<file path="config.mk">
export PLATFORM = sky130hd
export DESIGN_NAME = rtcap_alert
export DESIGN_NICKNAME = d
export VERILOG_FILES = /design/src/verilog/rtcap_pkg.sv /design/src/verilog/rtcap_tick_div.sv /design/src/verilog/rtcap_alert.sv
export SDC_FILE = /design/constraint.sdc
export NUM_CORES = 1
export LEC_CHECK = 0
export ABC_AREA = 1
export ABC_CLOCK_PERIOD_IN_PS = 1600
export BUFFER_PORTS_ARGS = -buffer_cell sky130_fd_sc_hd__buf_2
export CAP_MARGIN = 25
export CORE_MARGIN = 1.5
export CORE_UTILIZATION = 46
export DETAILED_ROUTE_END_ITERATION = 10
export PLACE_DENSITY = 0.72
export SLEW_MARGIN = 20
export SYNTH_ARGS = -nofsm -noshare
export SYNTH_HDL_FRONTEND = slang
export SYNTH_SLANG_ARGS = --single-unit
</file>
<file path="constraint.sdc">
create_clock -name aclk -period 1.6 [get_ports aclk]
set_input_delay 0.32 -clock aclk [delete_from_list [all_inputs] [get_ports aclk]]
set_output_delay 0.32 -clock aclk [all_outputs]
set_load 0.1 [all_outputs]
</file>
<file path="src/verilog/rtcap_pkg.sv">
// Constants, register layout and carrier types of the alert pin block.
// Assumes a single 250 MHz clock and a 32-bit AXI4-Lite register port.
package rtcap_pkg;

  // Register indices; the byte address is four times the index.
  localparam logic [2:0] IDX_FLAGS = 3'h0;
  localparam logic [2:0] IDX_CTRL  = 3'h6;
  localparam logic [2:0] IDX_STAT  = 3'h7;

  // Flags register layout, most significant bit first.
  typedef struct packed {
    logic watchdog_expired_flag;
    logic af;
    logic pf;
    logic osc_stop_flag;
    logic backup_supply_fail_flag;
    logic cal;
    logic wen;
    logic rlatch;
  } rtcap_flags_t;

  // Alert control register layout, most significant bit first.
  typedef struct packed {
    logic watchdog_alert_enable;
    logic alarm_alert_enable;
    logic powerfail_alert_enable;
    logic square_wave_enable;
    logic act_high;
    logic pulse_sel;
    logic rate_hi;
    logic rate_lo;
  } rtcap_ctrl_t;

  localparam logic [7:0] FLAGS_RST = 8'h00;
  localparam logic [7:0] CTRL_RST  = 8'h08;

  // Status register bits.
  localparam int STAT_BACKUP = 0;
  localparam int STAT_ALERT  = 1;
  localparam int STAT_PULSE  = 2;

  // Timing: the tick runs at twice the highest square-wave rate.
  localparam int CLK_HZ   = 250_000_000;
  localparam int TICK_HZ  = 65536;
  localparam int TICK_CYC = CLK_HZ / TICK_HZ;
  localparam int PULSE_MS = 200;
  localparam int PULSE_CYC = (CLK_HZ / 1000) * PULSE_MS;

  // Tick counter bit that toggles at each selectable rate.
  localparam int BIT_1HZ     = 15;
  localparam int BIT_512HZ   = 6;
  localparam int BIT_4096HZ  = 3;
  localparam int BIT_32768HZ = 0;

  localparam logic [1:0] RESP_OKAY   = 2'h0;
  localparam logic [1:0] RESP_SLVERR = 2'h2;

  // Pin source select, Gray coded along OFF, ALERT, SQW, CAL.
  typedef enum logic [1:0] {
    PIN_OFF   = 2'h0,
    PIN_ALERT = 2'h1,
    PIN_SQW   = 2'h3,
    PIN_CAL   = 2'h2
  } rtcap_pin_t;

endpackage

</file>
<file path="src/verilog/rtcap_tick_div.sv">
// Divider that gives a one-cycle enable pulse every DIV clock cycles.
// Assumes a synchronous active-low reset.
module rtcap_tick_div #(
  parameter int DIV = 3814
) (
  input  wire logic aclk,
  input  wire logic aresetn,
  output logic      tick
);
  localparam int W = $clog2(DIV + 1);

  logic [W-1:0] cnt_ff;

  always_ff @(posedge aclk) begin
    if (!aresetn) begin
      cnt_ff <= '0;
    end else if (cnt_ff == W'(DIV - 1)) begin
      cnt_ff <= '0;
    end else begin
      cnt_ff <= cnt_ff + W'(1);
    end
  end

  assign tick = (cnt_ff == W'(DIV - 1));

endmodule

</file>
<file path="src/verilog/rtcap_alert.sv">
// Alert flags, power monitor and alert pin driver with AXI4-Lite access.
// Assumes event inputs are synchronous to aclk and one cycle wide.
//
// Implementation choice: the AXI4-Lite register port.
module rtcap_alert
  import rtcap_pkg::*;
#(
  parameter int PULSE_CYCLES = PULSE_CYC,
  parameter int TICK_CYCLES  = TICK_CYC
) (
  input  wire logic        aclk,
  input  wire logic        aresetn,
  input  wire logic [4:0]  s_axi_awaddr,
  input  wire logic        s_axi_awvalid,
  output logic             s_axi_awready,
  input  wire logic [31:0] s_axi_wdata,
  input  wire logic [3:0]  s_axi_wstrb,
  input  wire logic        s_axi_wvalid,
  output logic             s_axi_wready,
  output logic [1:0]       s_axi_bresp,
  output logic             s_axi_bvalid,
  input  wire logic        s_axi_bready,
  input  wire logic [4:0]  s_axi_araddr,
  input  wire logic        s_axi_arvalid,
  output logic             s_axi_arready,
  output logic [31:0]      s_axi_rdata,
  output logic [1:0]       s_axi_rresp,
  output logic             s_axi_rvalid,
  input  wire logic        s_axi_rready,
  input  wire logic        watchdog_timeout,
  input  wire logic        alarm_match,
  input  wire logic        vcc_below_switch,
  input  wire logic        backup_low_level,
  input  wire logic        osc_stop_detect,
  output logic             store_start,
  output logic             osc_on_backup,
  output logic             host_access_block,
  output logic             alert_o,
  output logic             alert_oe
);
  localparam int PW = $clog2(PULSE_CYCLES + 1);

  rtcap_flags_t flags_ff;
  rtcap_ctrl_t  ctrl_ff;
  rtcap_pin_t   pin_sel;
  logic         backup_ff;
  logic [PW-1:0] pulse_cnt_ff;
  logic [15:0]  tick_cnt_ff;
  logic         tick;
  logic         aw_hold_ff;
  logic         w_hold_ff;
  logic [2:0]   aw_idx_ff;
  logic [31:0]  wdata_ff;
  logic [3:0]   wstrb_ff;
  logic         wr_go;
  logic         rd_go;
  logic         flags_rd;
  logic         wr_flags;
  logic         wr_ctrl;
  logic         wr_ok;
  logic         rd_ok;
  logic [2:0]   ar_idx;
  logic         enabled_any;
  logic         enabled_q_ff;
  logic         alert_new;
  logic         alert_act;
  logic         sq_wave;
  logic         cal_tone;
  logic         wave;
  logic         nxt_o;
  logic         nxt_oe;

  // Register bus: address and data are taken in either order.
  assign s_axi_awready = !aw_hold_ff && !s_axi_bvalid;
  assign s_axi_wready  = !w_hold_ff && !s_axi_bvalid;
  assign s_axi_arready = !s_axi_rvalid;
  assign wr_go   = aw_hold_ff && w_hold_ff && !s_axi_bvalid;
  assign rd_go   = s_axi_arvalid && s_axi_arready;
  assign ar_idx  = s_axi_araddr[4:2];
  // Host access is refused while running from backup power.
  assign wr_ok   = !backup_ff &&
                   (aw_idx_ff == IDX_FLAGS || aw_idx_ff == IDX_CTRL);
  assign rd_ok   = !backup_ff && (ar_idx == IDX_FLAGS ||
                   ar_idx == IDX_CTRL || ar_idx == IDX_STAT);
  assign wr_flags = wr_go && wr_ok && aw_idx_ff == IDX_FLAGS &&
                    wstrb_ff[0];
  assign wr_ctrl  = wr_go && wr_ok && aw_idx_ff == IDX_CTRL &&
                    wstrb_ff[0];
  assign flags_rd = rd_go && rd_ok && ar_idx == IDX_FLAGS;

  always_ff @(posedge aclk) begin
    if (!aresetn) begin
      aw_hold_ff <= 1'b0;
      aw_idx_ff  <= 3'h0;
    end else if (s_axi_awvalid && s_axi_awready) begin
      aw_hold_ff <= 1'b1;
      aw_idx_ff  <= s_axi_awaddr[4:2];
    end else if (wr_go) begin
      aw_hold_ff <= 1'b0;
    end
  end

  always_ff @(posedge aclk) begin
    if (!aresetn) begin
      w_hold_ff <= 1'b0;
      wdata_ff  <= 32'h0000_0000;
      wstrb_ff  <= 4'h0;
    end else if (s_axi_wvalid && s_axi_wready) begin
      w_hold_ff <= 1'b1;
      wdata_ff  <= s_axi_wdata;
      wstrb_ff  <= s_axi_wstrb;
    end else if (wr_go) begin
      w_hold_ff <= 1'b0;
    end
  end

  always_ff @(posedge aclk) begin
    if (!aresetn) begin
      s_axi_bvalid <= 1'b0;
      s_axi_bresp  <= RESP_OKAY;
    end else if (wr_go) begin
      s_axi_bvalid <= 1'b1;
      s_axi_bresp  <= wr_ok ? RESP_OKAY : RESP_SLVERR;
    end else if (s_axi_bready) begin
      s_axi_bvalid <= 1'b0;
    end
  end

  always_ff @(posedge aclk) begin
    if (!aresetn) begin
      s_axi_rvalid <= 1'b0;
      s_axi_rresp  <= RESP_OKAY;
      s_axi_rdata  <= 32'h0000_0000;
    end else if (rd_go) begin
      s_axi_rvalid <= 1'b1;
      s_axi_rresp  <= rd_ok ? RESP_OKAY : RESP_SLVERR;
      if (!rd_ok) begin
        s_axi_rdata <= 32'h0000_0000;
      end else if (ar_idx == IDX_FLAGS) begin
        s_axi_rdata <= {24'h00_0000, flags_ff};
      end else if (ar_idx == IDX_CTRL) begin
        s_axi_rdata <= {24'h00_0000, ctrl_ff};
      end else begin
        s_axi_rdata <= {29'h0000_0000, pulse_cnt_ff != '0,
                        alert_act, backup_ff};
      end
    end else if (s_axi_rready) begin
      s_axi_rvalid <= 1'b0;
    end
  end

  // Power monitor.
  always_ff @(posedge aclk) begin
    if (!aresetn) begin
      backup_ff   <= 1'b0;
      store_start <= 1'b0;
    end else begin
      backup_ff   <= vcc_below_switch;
      store_start <= vcc_below_switch && !backup_ff;
    end
  end

  assign osc_on_backup     = backup_ff;
  assign host_access_block = backup_ff;

  // Event flags: a set in the same cycle as a read clear survives.
  always_ff @(posedge aclk) begin
    if (!aresetn) begin
      flags_ff <= FLAGS_RST;
    end else begin
      flags_ff.watchdog_expired_flag <= (flags_ff.watchdog_expired_flag && !flags_rd) ||
                      watchdog_timeout;
      flags_ff.af  <= (flags_ff.af && !flags_rd) || alarm_match;
      flags_ff.pf  <= (flags_ff.pf && !flags_rd) ||
                      (vcc_below_switch && !backup_ff);
      flags_ff.osc_stop_flag <= osc_stop_detect ||
                       (flags_ff.osc_stop_flag &&
                        !(wr_flags && flags_ff.wen && !wdata_ff[4]));
      // Backup supply is watched in every power state.
      flags_ff.backup_supply_fail_flag <= backup_low_level ||
                      (flags_ff.backup_supply_fail_flag &&
                       !(wr_flags && flags_ff.wen && !wdata_ff[3]));
      if (wr_flags) begin
        flags_ff.wen <= wdata_ff[1];
        if (flags_ff.wen) begin
          flags_ff.cal    <= wdata_ff[2];
          flags_ff.rlatch <= wdata_ff[0];
        end
      end
    end
  end

  always_ff @(posedge aclk) begin
    if (!aresetn) begin
      ctrl_ff <= CTRL_RST;
    end else if (wr_ctrl) begin
      ctrl_ff <= wdata_ff[7:0];
    end
  end

  // Alert generation.
  assign enabled_any = (flags_ff.watchdog_expired_flag && ctrl_ff.watchdog_alert_enable) ||
                       (flags_ff.af && ctrl_ff.alarm_alert_enable) ||
                       (flags_ff.pf && ctrl_ff.powerfail_alert_enable);
  assign alert_new = enabled_any && !enabled_q_ff;

  always_ff @(posedge aclk) begin
    if (!aresetn) begin
      enabled_q_ff <= 1'b0;
    end else begin
      enabled_q_ff <= enabled_any;
    end
  end

  // The pulse is meant as a host reset, so it runs out on its own timer
  // when nobody reads the flags.
  always_ff @(posedge aclk) begin
    if (!aresetn) begin
      pulse_cnt_ff <= '0;
    end else if (flags_rd || backup_ff || !ctrl_ff.pulse_sel) begin
      pulse_cnt_ff <= '0;
    end else if (alert_new) begin
      pulse_cnt_ff <= PW'(PULSE_CYCLES);
    end else if (pulse_cnt_ff != '0) begin
      pulse_cnt_ff <= pulse_cnt_ff - PW'(1);
    end
  end

  assign alert_act = !backup_ff &&
                     (ctrl_ff.pulse_sel ? (pulse_cnt_ff != '0)
                                        : enabled_any);

  // Square-wave and tone source.
  rtcap_tick_div #(
    .DIV (TICK_CYCLES)
  ) u_tick (
    .aclk    (aclk),
    .aresetn (aresetn),
    .tick    (tick)
  );

  always_ff @(posedge aclk) begin
    if (!aresetn) begin
      tick_cnt_ff <= 16'h0000;
    end else if (tick) begin
      tick_cnt_ff <= tick_cnt_ff + 16'h0001;
    end
  end

  always_comb begin
    case ({ctrl_ff.rate_hi, ctrl_ff.rate_lo})
      2'h0:    sq_wave = tick_cnt_ff[BIT_1HZ];
      2'h1:    sq_wave = tick_cnt_ff[BIT_512HZ];
      2'h2:    sq_wave = tick_cnt_ff[BIT_4096HZ];
      default: sq_wave = tick_cnt_ff[BIT_32768HZ];
    endcase
  end

  assign cal_tone = tick_cnt_ff[BIT_512HZ];

  always_comb begin
    if (backup_ff) begin
      pin_sel = PIN_OFF;
    end else if (flags_ff.cal) begin
      pin_sel = PIN_CAL;
    end else if (ctrl_ff.square_wave_enable) begin
      pin_sel = PIN_SQW;
    end else if (alert_act) begin
      pin_sel = PIN_ALERT;
    end else begin
      pin_sel = PIN_OFF;
    end
  end

  // The level that counts as active: high for alerts, the wave itself
  // for the tones; open-drain can only pull low.
  always_comb begin
    case (pin_sel)
      PIN_CAL:   wave = cal_tone;
      PIN_SQW:   wave = sq_wave;
      PIN_ALERT: wave = 1'b1;
      default:   wave = 1'b0;
    endcase
    if (pin_sel == PIN_OFF) begin
      nxt_o  = 1'b0;
      nxt_oe = 1'b0;
    end else if (ctrl_ff.act_high) begin
      nxt_o  = wave;
      nxt_oe = 1'b1;
    end else if (pin_sel == PIN_ALERT) begin
      nxt_o  = 1'b0;
      nxt_oe = 1'b1;
    end else begin
      nxt_o  = 1'b0;
      nxt_oe = !wave;
    end
  end

  always_ff @(posedge aclk) begin
    if (!aresetn) begin
      alert_o  <= 1'b0;
      alert_oe <= 1'b0;
    end else begin
      alert_o  <= nxt_o;
      alert_oe <= nxt_oe;
    end
  end

  a_set_wins: assert property (@(posedge aclk) disable iff (!aresetn)
    watchdog_timeout |=> flags_ff.watchdog_expired_flag)
    else $error("watchdog event lost");
  a_read_clears: assert property (@(posedge aclk) disable iff (!aresetn)
    flags_rd && !alarm_match |=> !flags_ff.af)
    else $error("alarm flag not cleared by read");
  a_pulse_start: assert property (@(posedge aclk) disable iff (!aresetn)
    ctrl_ff.pulse_sel && alert_new && !flags_rd && !backup_ff &&
    !$changed(ctrl_ff) |=> pulse_cnt_ff == PW'(PULSE_CYCLES))
    else $error("pulse not loaded with full width");
  a_pulse_abort: assert property (@(posedge aclk) disable iff (!aresetn)
    flags_rd |=> pulse_cnt_ff == '0 ##2 !alert_oe || ctrl_ff.square_wave_enable ||
    flags_ff.cal || !ctrl_ff.pulse_sel)
    else $error("pulse not ended by flags read");
  a_no_backup: assert property (@(posedge aclk) disable iff (!aresetn)
    backup_ff |=> !alert_oe)
    else $error("pin driven on backup power");
  a_store_once: assert property (@(posedge aclk) disable iff (!aresetn)
    store_start |=> !store_start && osc_on_backup)
    else $error("store start not a single pulse");
  a_bus_block: assert property (@(posedge aclk) disable iff (!aresetn)
    rd_go && backup_ff |=> s_axi_rresp == RESP_SLVERR)
    else $error("read accepted on backup power");
  a_bpf_set: assert property (@(posedge aclk) disable iff (!aresetn)
    backup_low_level |=> flags_ff.backup_supply_fail_flag)
    else $error("backup fail not flagged");
  a_level_hold: assert property (@(posedge aclk) disable iff (!aresetn)
    !ctrl_ff.pulse_sel && enabled_any && !backup_ff && !flags_rd &&
    !wr_ctrl && !vcc_below_switch |=> alert_act)
    else $error("level alert dropped without read");
  a_cal_first: assert property (@(posedge aclk) disable iff (!aresetn)
    flags_ff.cal && !backup_ff |-> pin_sel == PIN_CAL)
    else $error("calibration tone not on top");
  a_gate_enable: assert property (@(posedge aclk) disable iff (!aresetn)
    !ctrl_ff.watchdog_alert_enable && !ctrl_ff.alarm_alert_enable && !ctrl_ff.powerfail_alert_enable |-> !enabled_any)
    else $error("alert without enable");
  c_level_alert: cover property (@(posedge aclk) disable iff (!aresetn)
    alert_new && !ctrl_ff.pulse_sel ##[1:20] flags_rd);
  c_pulse_abort: cover property (@(posedge aclk) disable iff (!aresetn)
    pulse_cnt_ff != '0 && flags_rd);
  c_sqw_on: cover property (@(posedge aclk) disable iff (!aresetn)
    pin_sel == PIN_SQW && alert_act);
  c_power_fail: cover property (@(posedge aclk) disable iff (!aresetn)
    store_start);

endmodule

</file>
**Yosys cells after proc, flatten, opt, wreduce, memory -nomap -nowiden**

Index checks and enable logic that the tools add are counted.
Widths: inputs -> output; s select.

- Bits in registers: 127
- Bits of input ports: 58
- Output and inout bits: 46
- Word-level logic and storage cells: 143

- $add $sub $neg: 3
- Equality and inequality tests: 9
- Muxes and demuxes: 23
- Bitwise gates (word level): 2
- Reductions and logical operators: 71

Operators by type and width:

| operator | number |
|---|---|
| $mux 26 | 2 |
| $logic_and 1x1->1 | 30 |
| $reduce_bool 26->1 | 1 |
| $sub 26x1->26 const B | 1 |
| $mux 8 | 3 |
| $add 16x1->16 const B | 1 |
| $logic_not 1->1 | 13 |
| $add 12x1->12 const B | 1 |
| $eq 12x12->1 const B | 1 |
| $logic_or 1x1->1 | 12 |
| $mux 1 | 11 |
| $mux 2 | 5 |
| $reduce_bool 2->1 | 5 |
| $eq 3x3->1 const B | 3 |
| $eq 2x2->1 const B | 3 |
| $logic_not 3->1 | 2 |
| $pmux 1 s3 | 2 |
| $reduce_or 2->1 | 3 |
| $reduce_or 3->1 | 2 |
| $eq 2x1->1 const B | 2 |
| $logic_not 2->1 | 2 |
| $not 1->1 | 2 |
| $reduce_and 2->1 | 1 |

**Depth between registers and ports, before layout**

Gate-level depths: netlist (run 1).

- Word-level depth: 14
- Mapped depth: 12
- Mapped depth without buffers: 12

**Modules after synthesis**

A second synthesis (run 1) with hierarchy kept.

- Cell total of the unflattened synthesis: 654
- Area, all modules: 4863.4 µm²

Modules (own cells, without submodules):

| module | instances | cells an instance | area an instance (µm²) | sequential area each (µm²) |
|---|---|---|---|---|
| rtcap_alert | 1 | 570 | 4252.8 | 1781.7 |
| rtcap_tick_div | 1 | 84 | 610.6 | 240.2 |

**Least setup slack after synthesis (run 1)**

No wires, ideal clock.

- Kind: flip-flop to flip-flop
- Start point: reg s_axi_bvalid
- End point: reg aw_idx_ff[0]
- Setup time: 0.125 ns
- Arrival time: 2.751 ns
- Required time: 1.475 ns
- Setup slack: -1.276 ns
- Stages on the path, launching flop included: 5
- Buffers on the path: 0
- Period minus slack after synthesis: 2.876 ns
- Path through: dfxtp_1 nor2_1 nand2_1 o21ai_0 a21oi_1

- Word-level cells in the longest chain between the ends: 3

Ends and longest elaborated chain:

| what | line | text |
|---|---|---|
| start: declaration | rtcap_alert.sv:21 | `output logic s_axi_bvalid,` |
| start signal: assignment | rtcap_alert.sv:119 | `s_axi_bvalid <= 1'b0;` |
| start signal: assignment | rtcap_alert.sv:122 | `s_axi_bvalid <= 1'b1;` |
| start signal: assignment | rtcap_alert.sv:125 | `s_axi_bvalid <= 1'b0;` |
| $logic_not 1->1 | rtcap_alert.sv:74 | `assign s_axi_awready = !aw_hold_ff && !s_axi_bvalid;` |
| $logic_and 1x1->1 | rtcap_alert.sv:74 |  |
| net s_axi_awready | rtcap_alert.sv:15 | `output logic s_axi_awready,` |
| $logic_and 1x1->1 | rtcap_alert.sv:95 | `end else if (s_axi_awvalid && s_axi_awready) begin` |
| end signal: assignment | rtcap_alert.sv:97 | `aw_idx_ff <= s_axi_awaddr[4:2];` |
| end: declaration | rtcap_alert.sv:52 | `logic [2:0] aw_idx_ff;` |

The timed path passes the listed nets, and every way through them passes these cells.
A chain may end at the register's enable or synchronous reset.

**Final worst setup path (run 1)**

- Start point: reg pulse_cnt_ff[0]
- End point: reg pulse_cnt_ff[25]

- Word-level cells in the longest chain between the ends: 3
- Elaborated cells between the ends (all ways): 5
- Those cells by class: add/sub (1); mux (2); reduce/logical (2)

Ends and longest elaborated chain:

| what | line | text |
|---|---|---|
| start: declaration | rtcap_alert.sv:47 | `logic [PW-1:0] pulse_cnt_ff;` |
| start signal: assignment | rtcap_alert.sv:223 | `pulse_cnt_ff <= PW'(PULSE_CYCLES);` |
| start signal: assignment | rtcap_alert.sv:225 | `pulse_cnt_ff <= pulse_cnt_ff - PW'(1);` |
| $sub 26x1->26 | rtcap_alert.sv:225 |  |
| $mux 26 | rtcap_alert.sv:224 | `end else if (pulse_cnt_ff != '0) begin` |
| $mux 26 | rtcap_alert.sv:222 | `end else if (alert_new) begin` |

Parallel ways exist; a longest one is shown, timed or not. The select of a mux whose other input is x is not followed.

==> results of run 1 <==
==> flip-flops by register name, summed over array words and instances, names as in the netlist <==
signal	flops
ctrl_ff	8
s_axi_rvalid	1
store_start	1
alert_o	1
s_axi_bresp	1
wdata_ff	8
s_axi_rresp	1
w_hold_ff	1
wstrb_ff	1
pulse_cnt_ff	26
aw_idx_ff	3
s_axi_bvalid	1
aw_hold_ff	1
tick_cnt_ff	16
flags_ff	8
u_tick.cnt_ff	12
alert_oe	1
host_access_block	1
s_axi_rdata	8
enabled_q_ff	1
==> synth_stat cells, types with 3 or more instances <==
| cell type | number |
|---|---|
| clkbuf_1 | 8 |
| nand4_1 | 11 |
| o21ai_0 | 40 |
| ha_1 | 5 |
| or2_1 | 4 |
| nor4_1 | 3 |
| nor3_4 | 5 |
| nand2_1 | 107 |
| buf_4 | 28 |
| o21a_1 | 3 |
| nand2_4 | 4 |
| a21oi_1 | 55 |
| buf_2 | 3 |
| inv_2 | 7 |
| dfxtp_1 | 101 |
| nand3b_1 | 6 |
| nand2_2 | 6 |
| nor3_1 | 16 |
| nor3b_1 | 6 |
| nand3_1 | 34 |
| inv_1 | 70 |
| a31oi_1 | 12 |
| nor2_1 | 84 |
| nand3_2 | 3 |
| xor2_1 | 12 |
| nor2_2 | 12 |
| nor2_4 | 8 |
==> kinds of logic (layout without fill, tap and decap cells) <==
| family | Yosys count | count (layout) | synth area share (%) |
|---|---|---|---|
| xor gates and xnor gates | 14 | 14 | 2.46 |
| DFF | 101 | 101 | 40.5 |
| other | 1 | 26 | 0.0751 |
| and+or+nand+nor | 312 | 312 | 31.1 |
| AOI/OAI and AO/OA | 122 | 122 | 13.5 |
| buffers and inverters | 119 | 205 | 11.1 |
| adders and majority gates | 5 | 5 | 1.25 |
==> timing repair <==
action,4_1_cts,5_1_grt
buffers inserted,1,22
pin swaps,4,24
cloned,0,0
gates resized for setup,15,97
endpoints found under the setup margin,18,56
hold buffers,0,0
==> stage by stage <==
step	cell area, µm²	utilization [%]	setup slack [ps]	hold slack [ps]
after floorplan	5140	-	-497	431
after global placement	5610	53.8	-8.44	445
after detailed placement	5610	53.8	-137	462
after CTS	5840	56.1	-59.3	128
after global routing	6310	60.6	-157	149
final	6310	60.6	-50.5	143
==> metal layers <==
metal,global-route usage (%),up-vias
li1,-,2368
met1,22.2,2145
met2,35.3,132
met3,3.89,44
met4,10.2,0
met5,0,-
==> final cells by class <==
| type | count | area (µm²) | area share [%] |
|---|---|---|---|
| Clock buffer | 11 | 131 | 2.08 |
| Clock inverter | 5 | 45.0 | 0.714 |
| Inverter | 79 | 305 | 4.84 |
| Multi-Input combinational cell | 479 | 2820 | 44.7 |
| Sequential cell | 101 | 2080 | 32.9 |
| Tap cell | 136 | 170 | 2.70 |
| Timing Repair Buffer | 110 | 758 | 12.0 |
==> worst register-to-register path: cells and delay by family (launching register included) <==
kind / cells / cell delay [ps]
and+or+nand+nor: 9 / 1130
DFF: 1 / 350
AOI/OAI and AO/OA: 1 / 130
==> power breakdown <==
group	internal (mW)	switching, mW
sequential	2.57	0.0477
combinational	0.150	0.586
clock	0.590	0.914
==> how the worst min path moves through the flow <==
stage | start | endpoint | cells past startpoint
CTS | vcc_below_switch | host_access_block$_SDFF_PN0_ | 3
finish | vcc_below_switch | host_access_block$_SDFF_PN0_ | 3
detailed placement | u_tick.cnt_ff[0]$_SDFF_PP0_ | u_tick.cnt_ff[0]$_SDFF_PP0_ | 1
floorplan | vcc_below_switch | host_access_block$_SDFF_PN0_ | 2
global placement | u_tick.cnt_ff[0]$_SDFF_PP0_ | u_tick.cnt_ff[0]$_SDFF_PP0_ | 1
global route | vcc_below_switch | host_access_block$_SDFF_PN0_ | 3
==> flow_summary_export.csv, run 1 <==
group,metric,value,unit
outcome,status,"finished with violations",
outcome,violations,"setup timing",
setup_path,r2r-start,"pulse_cnt_ff[0]$_SDFFE_PP0N_",
clocking,clockRootBuffer,"clkbuf_8",
pwr,peakVddDrop,0.491,mV
pwr,power.density,770,mW/mm²
setup_path,ff2ff_setup_slack,-50,ps
die,core,0.0104,mm²
sta,rsz0062_at_grt,"yes",
synth,ys_async_sr_fraction,0,%
synth,yosys_most_used_dff,"dfxtp_1",
setup_path,crit_type,"reg2reg",
cells_and_area,final_common_cell,"nand2_1",
cells_and_area,most-common-layout-cells,"96 x nand2_1, 74 x dfxtp_1, 68 x nor2_1",
die,die_y,107,µm
grt,grt_pass1_wl,18200,µm
setup_path,crit_chain,"nor2_1, nand2_2, nor2_4, nand2_2, nor2_4, nand2_4, nor2_4, nand2_1, or2_1, a21oi_2",
die,start_util,47.9,%
sta,period_share,103,%
setup_path,cp_num_cells,10,
setup_path,max_stage_delay,350,ps
drt,wl_met2,6300,µm
grt,grt_pass1_vias,4251,
synth,ys_ff_latch,101,
cells_and_area,n_fill_cell,885,
drt,wl_per_cell,13.2,µm
cells_and_area,antenna_cells,0,
setup_path,critPathCaptureType,"flop",
setup_path,critPathSlowestCell,"dfxtp_2",
setup_path,arrival,1960,ps
grt,grt-ovfl-total,0,
setup_path,worstReg2RegEnd,"pulse_cnt_ff[25]$_SDFFE_PP0P_",
cells_and_area,drive_gt1_share,32.7,%
sta,setup_tns,-98.0,ps
setup_path,startpoint,"pulse_cnt_ff[0]$_SDFFE_PP0N_",
drt,topRoutingLayerUsed,"met4",
die,die_area,0.0115,mm²
run,maxCapViolations,0,
clocking,cts_buffer_depth,2,
synth,yosysSeqAreaShare,40.5,%
grt,grt_usage,19.8,%
setup_path,critPathRequiredTime,1910,ps
place,gp_congestion,0.908,
sta,finalMaxSlewViolations,0,
cells_and_area,stdcell_count,921,
synth,synth_cell_types,43,
place,numPortBuffers,46,
die,num_rows,37,
synth,syn-cell-area,0.00499,mm²
sta,skew,11.5,ps
drt,wirelength_met1,4980,µm
die,io_pins,104,
clocking,cts_tree,"built",
pwr,finalPower,4.85,mW
sta,hold_violations,0,
clocking,htreeDepth,3,
setup_path,startpoint_type,"flop",
drt,routed_via_density,5.09,
drt,wirelength,12100,µm
hold_path,min_path_type,"in2reg",
sta,clock.fmax,0.606,GHz
setup_path,crit_fanout,5,
sta,setup_viol,3,
setup_path,crit_end,"pulse_cnt_ff[25]$_SDFFE_PP0P_",
synth,yosysWarnings,0,
setup_path,cpLargestDelayFamily,"simple AND/OR/NAND/NOR gates",
synth,synth_edf_count,0,
setup_path,cp_common_cell,"nor2_4",
setup_path,worst-path-buf-inv,0,
drt,vias,4689,
drt,drtIter0Drc,311,
clocking,clk-insertion-delay-late,370,ps
clocking,cts-buffers-inserted,9,
drt,drt.antenna.violating_nets,0,
die,die_x,107,µm
synth,yosys.area.top_type,"dfxtp_1",
cells_and_area,syn_to_final_growth,26.4,%
cells_and_area,nets,843,
synth,synth_cells,674,
synth,synthTopCellsByArea,"dfxtp_1 41%, nand2_1 8.0%, nor2_1 6.3%, a21oi_1 5.5%, inv_1 5.3%",
place,dp.cells,882,
clocking,clock_sinks,101,
drt,routed-wl-met3,435,µm
drt,drc,0,
drt,drt_pass1_iterations,5,
grt,antenna_found_initial,0,
synth,yosys.area.top_type_share,40.5,%
clocking,clk_pin_slew,100,ps
synth,avgSynthCellArea,7.41,µm²
sta,setup_ws,-50.5,ps
pwr,leakagePower,2.75,nW
place,hpwlAfterDp,8410,µm
grt,grt_max_degree,21,
sta,min_period,1650,ps
setup_path,r2r_cells,10,
(Power assumes the default switching activity.)
==> run 2, diff against run 1 <==
CELL_PAD_IN_SITES_DETAIL_PLACEMENT = 0   (was unset)
CELL_PAD_IN_SITES_GLOBAL_PLACEMENT = 2   (was unset)
CORE_UTILIZATION = 28   (was 46)
PLACE_DENSITY = unset   (was 0.72)
PLACE_DENSITY_LB_ADDON = 0.1   (was unset)
==> run 2 against run 1 <==
Against the previous run:
- the run now ends clean
- non-clock buffer count up 15
- sequential share of layout area down 2.0 points
- count of clock-buffer cells in the layout shrank 2
- routed wire length rose by 5.2%
- design area is 5.5% higher
- clock power grew 49%
- combinational power is 3.8% higher
- critical endpoint is now tick_cnt_ff[9]$_SDFFE_PN0P_
==> flow_summary_export.csv, run 2 (synthesized netlist as in run 1, its figures left out) <==
group,metric,value,unit
clocking,clk-insertion-delay-late,350,ps
cells_and_area,reg_top3,"pulse_cnt_ff: 26 flops, tick_cnt_ff: 16 flops, u_tick.cnt_ff: 12 flops",
setup_path,critPathRequiredTime,1820,ps
clocking,clk_pin_slew,70,ps
sta,skew,4.71,ps
die,io_pins,104,
setup_path,critPathCaptureType,"flop",
cells_and_area,most-common-layout-cells,"96 x nand2_1, 81 x dfxtp_1, 77 x buf_4",
sta,rsz0062_at_grt,"yes",
pwr,leakagePower,2.91,nW
hold_path,whs_path_depth,3,
grt,grt_usage,14.2,%
setup_path,startpoint_type,"flop",
setup_path,r2r-start,"u_tick.cnt_ff[1]$_SDFF_PP0_",
cells_and_area,final_common_cell,"nand2_1",
drt,drc,0,
die,core,0.0174,mm²
setup_path,r2r_cells,11,
setup_path,startpoint,"u_tick.cnt_ff[1]$_SDFF_PP0_",
clocking,htreeDepth,3,
grt,grt_pass1_wl,20800,µm
die,num_rows,48,
drt,routed_via_density,4.38,
sta,period_share,97.4,%
die,start_util,28.8,%
die,die_area,0.0186,mm²
setup_path,ff2ff_setup_slack,40,ps
setup_path,crit_fanout,4,
place,numPortBuffers,46,
drt,drtIter0Drc,130,
sta,whs,167,ps
cells_and_area,top_register,"pulse_cnt_ff",
drt,wl_per_cell,12.5,µm
sta,clock.fmax,0.642,GHz
drt,drt.antenna.violating_nets,0,
cells_and_area,multiInputGateArea,0.00281,mm²
clocking,cts_tree,"built",
clocking,cts_hold_buf,0,
grt,grt-ovfl-total,0,
cells_and_area,nets,858,
sta,setup_viol,0,
clocking,clock_sinks,101,
sta,min_period,1560,ps
pwr,power.density,844,mW/mm²
place,hpwlAfterDp,9710,µm
clocking,cts_buffer_depth,2,
place,gp_congestion,0.728,
cells_and_area,largest_reg_flops,26,
setup_path,crit_end,"tick_cnt_ff[9]$_SDFFE_PN0P_",
die,die_y,137,µm
setup_path,arrival,1780,ps
grt,grt_pass1_vias,4261,
cells_and_area,syn_to_final_growth,33.4,%
setup_path,crit_type,"reg2reg",
drt,vias,4493,
pwr,peakVddDrop,0.489,mV
hold_path,min_path_type,"in2reg",
drt,drt_pass1_iterations,6,
run,maxCapViolations,0,
sta,hold_violations,0,
die,die_x,137,µm
cells_and_area,drive_gt1_share,33.6,%
cells_and_area,antenna_cells,0,
outcome,status,"completed",
grt,grt_max_degree,28,
sta,finalMaxSlewViolations,0,
cells_and_area,n_fill_cell,1881,
sta,setup_ws,41.5,ps
setup_path,worstReg2RegEnd,"tick_cnt_ff[9]$_SDFFE_PN0P_",
clocking,clockRootBuffer,"clkbuf_16",
cells_and_area,ff_latch_area,0.00206,mm²
clocking,cts-buffers-inserted,9,
drt,wirelength,12800,µm
grt,antenna_found_initial,0,
place,dp_slack,-86.9,ps
-- run 2: cell count changes in the layout (fill, tap and decap cells not counted), sizes merged --
| cell | delta |
|---|---|
| buf | +18 |
| clkbuf | -5 |
| clkinvlp | +3 |
| bufinv | +1 |
| clkinv | -1 |
| inv | -1 |
-- run 2: area by class of cell --
cell class              count  share of cell area, %
multi-input cells         479                   42.1
flip-flops and latches    101                   30.9
repair buffers            125                   13.7
inverters                  79                   4.51
well taps                 225                   4.23
clock buffers               9                   3.38
clock inverters             7                   1.11
-- run 2: routing by layer --
| layer | routed length [µm] | global-route usage [%] | up-vias |
|---|---|---|---|
| li1 | - | - | 2403 |
| met1 | 6350 | 19.3 | 2029 |
| met2 | 5930 | 22.8 | 54 |
| met3 | 369 | 3.07 | 7 |
| met4 | 116 | 3.72 | 0 |
| met5 | 0 | 0 | - |
-- run 2: worst min-delay path by stage --
stage / endpoint / from / slack, ps
2_1_floorplan: host_access_block$_SDFF_PN0_ / vcc_below_switch / 430
3_3_place_gp: u_tick.cnt_ff[0]$_SDFF_PP0_ / u_tick.cnt_ff[0]$_SDFF_PP0_ / 450
3_5_place_dp: u_tick.cnt_ff[0]$_SDFF_PP0_ / u_tick.cnt_ff[0]$_SDFF_PP0_ / 460
4_1_cts: host_access_block$_SDFF_PN0_ / vcc_below_switch / 150
5_1_grt: flags_ff[6]$_SDFF_PN0_ / alarm_match / 170
6_report: host_access_block$_SDFF_PN0_ / vcc_below_switch / 170
-- run 2: through the flow --
step / TNS (ps) / instance area, µm² / cells / utilization, % / power [mW]
after floorplan: -11920 / 5140 / 699 / - / 3.30
after global placement: -110 / 5960 / 995 / 34.3 / 3.41
after detailed placement: -382 / 5960 / 995 / 34.3 / 3.42
after CTS: -4.62 / 6370 / 1015 / 36.7 / 5.72
after global routing: -217 / 6660 / 1025 / 38.4 / 5.88
final: 0 / 6660 / 1025 / 38.4 / 5.62
-- run 2: where the power goes --
group	internal (mW)	total, mW	leakage [nW]	switching [mW]
Combinational	0.165	0.764	1.95	0.599
Clock	1.22	2.24	0.134	1.02
Sequential	2.57	2.61	0.831	0.0428
Total	3.95	5.62	2.91	1.66
-- run 2: repair_timing --
action / in CTS / in global routing
resized for setup: 26 / 72
pin swaps: 10 / 18
endpoints found under the setup margin: 24 / 46
setup buffers: 4 / 10
-- run 2: worst max-delay path, stage by stage (launching register included) --
cell and delay (ps):
dfxtp_2 340, inv_2 70, ha_4 140, nand3_4 80, nor2_4 150, nand2_4 90, nor2_4 120, nand2_4 70
nor2_4 110, nand3_2 70, xor2_1 140, nor2_1 50
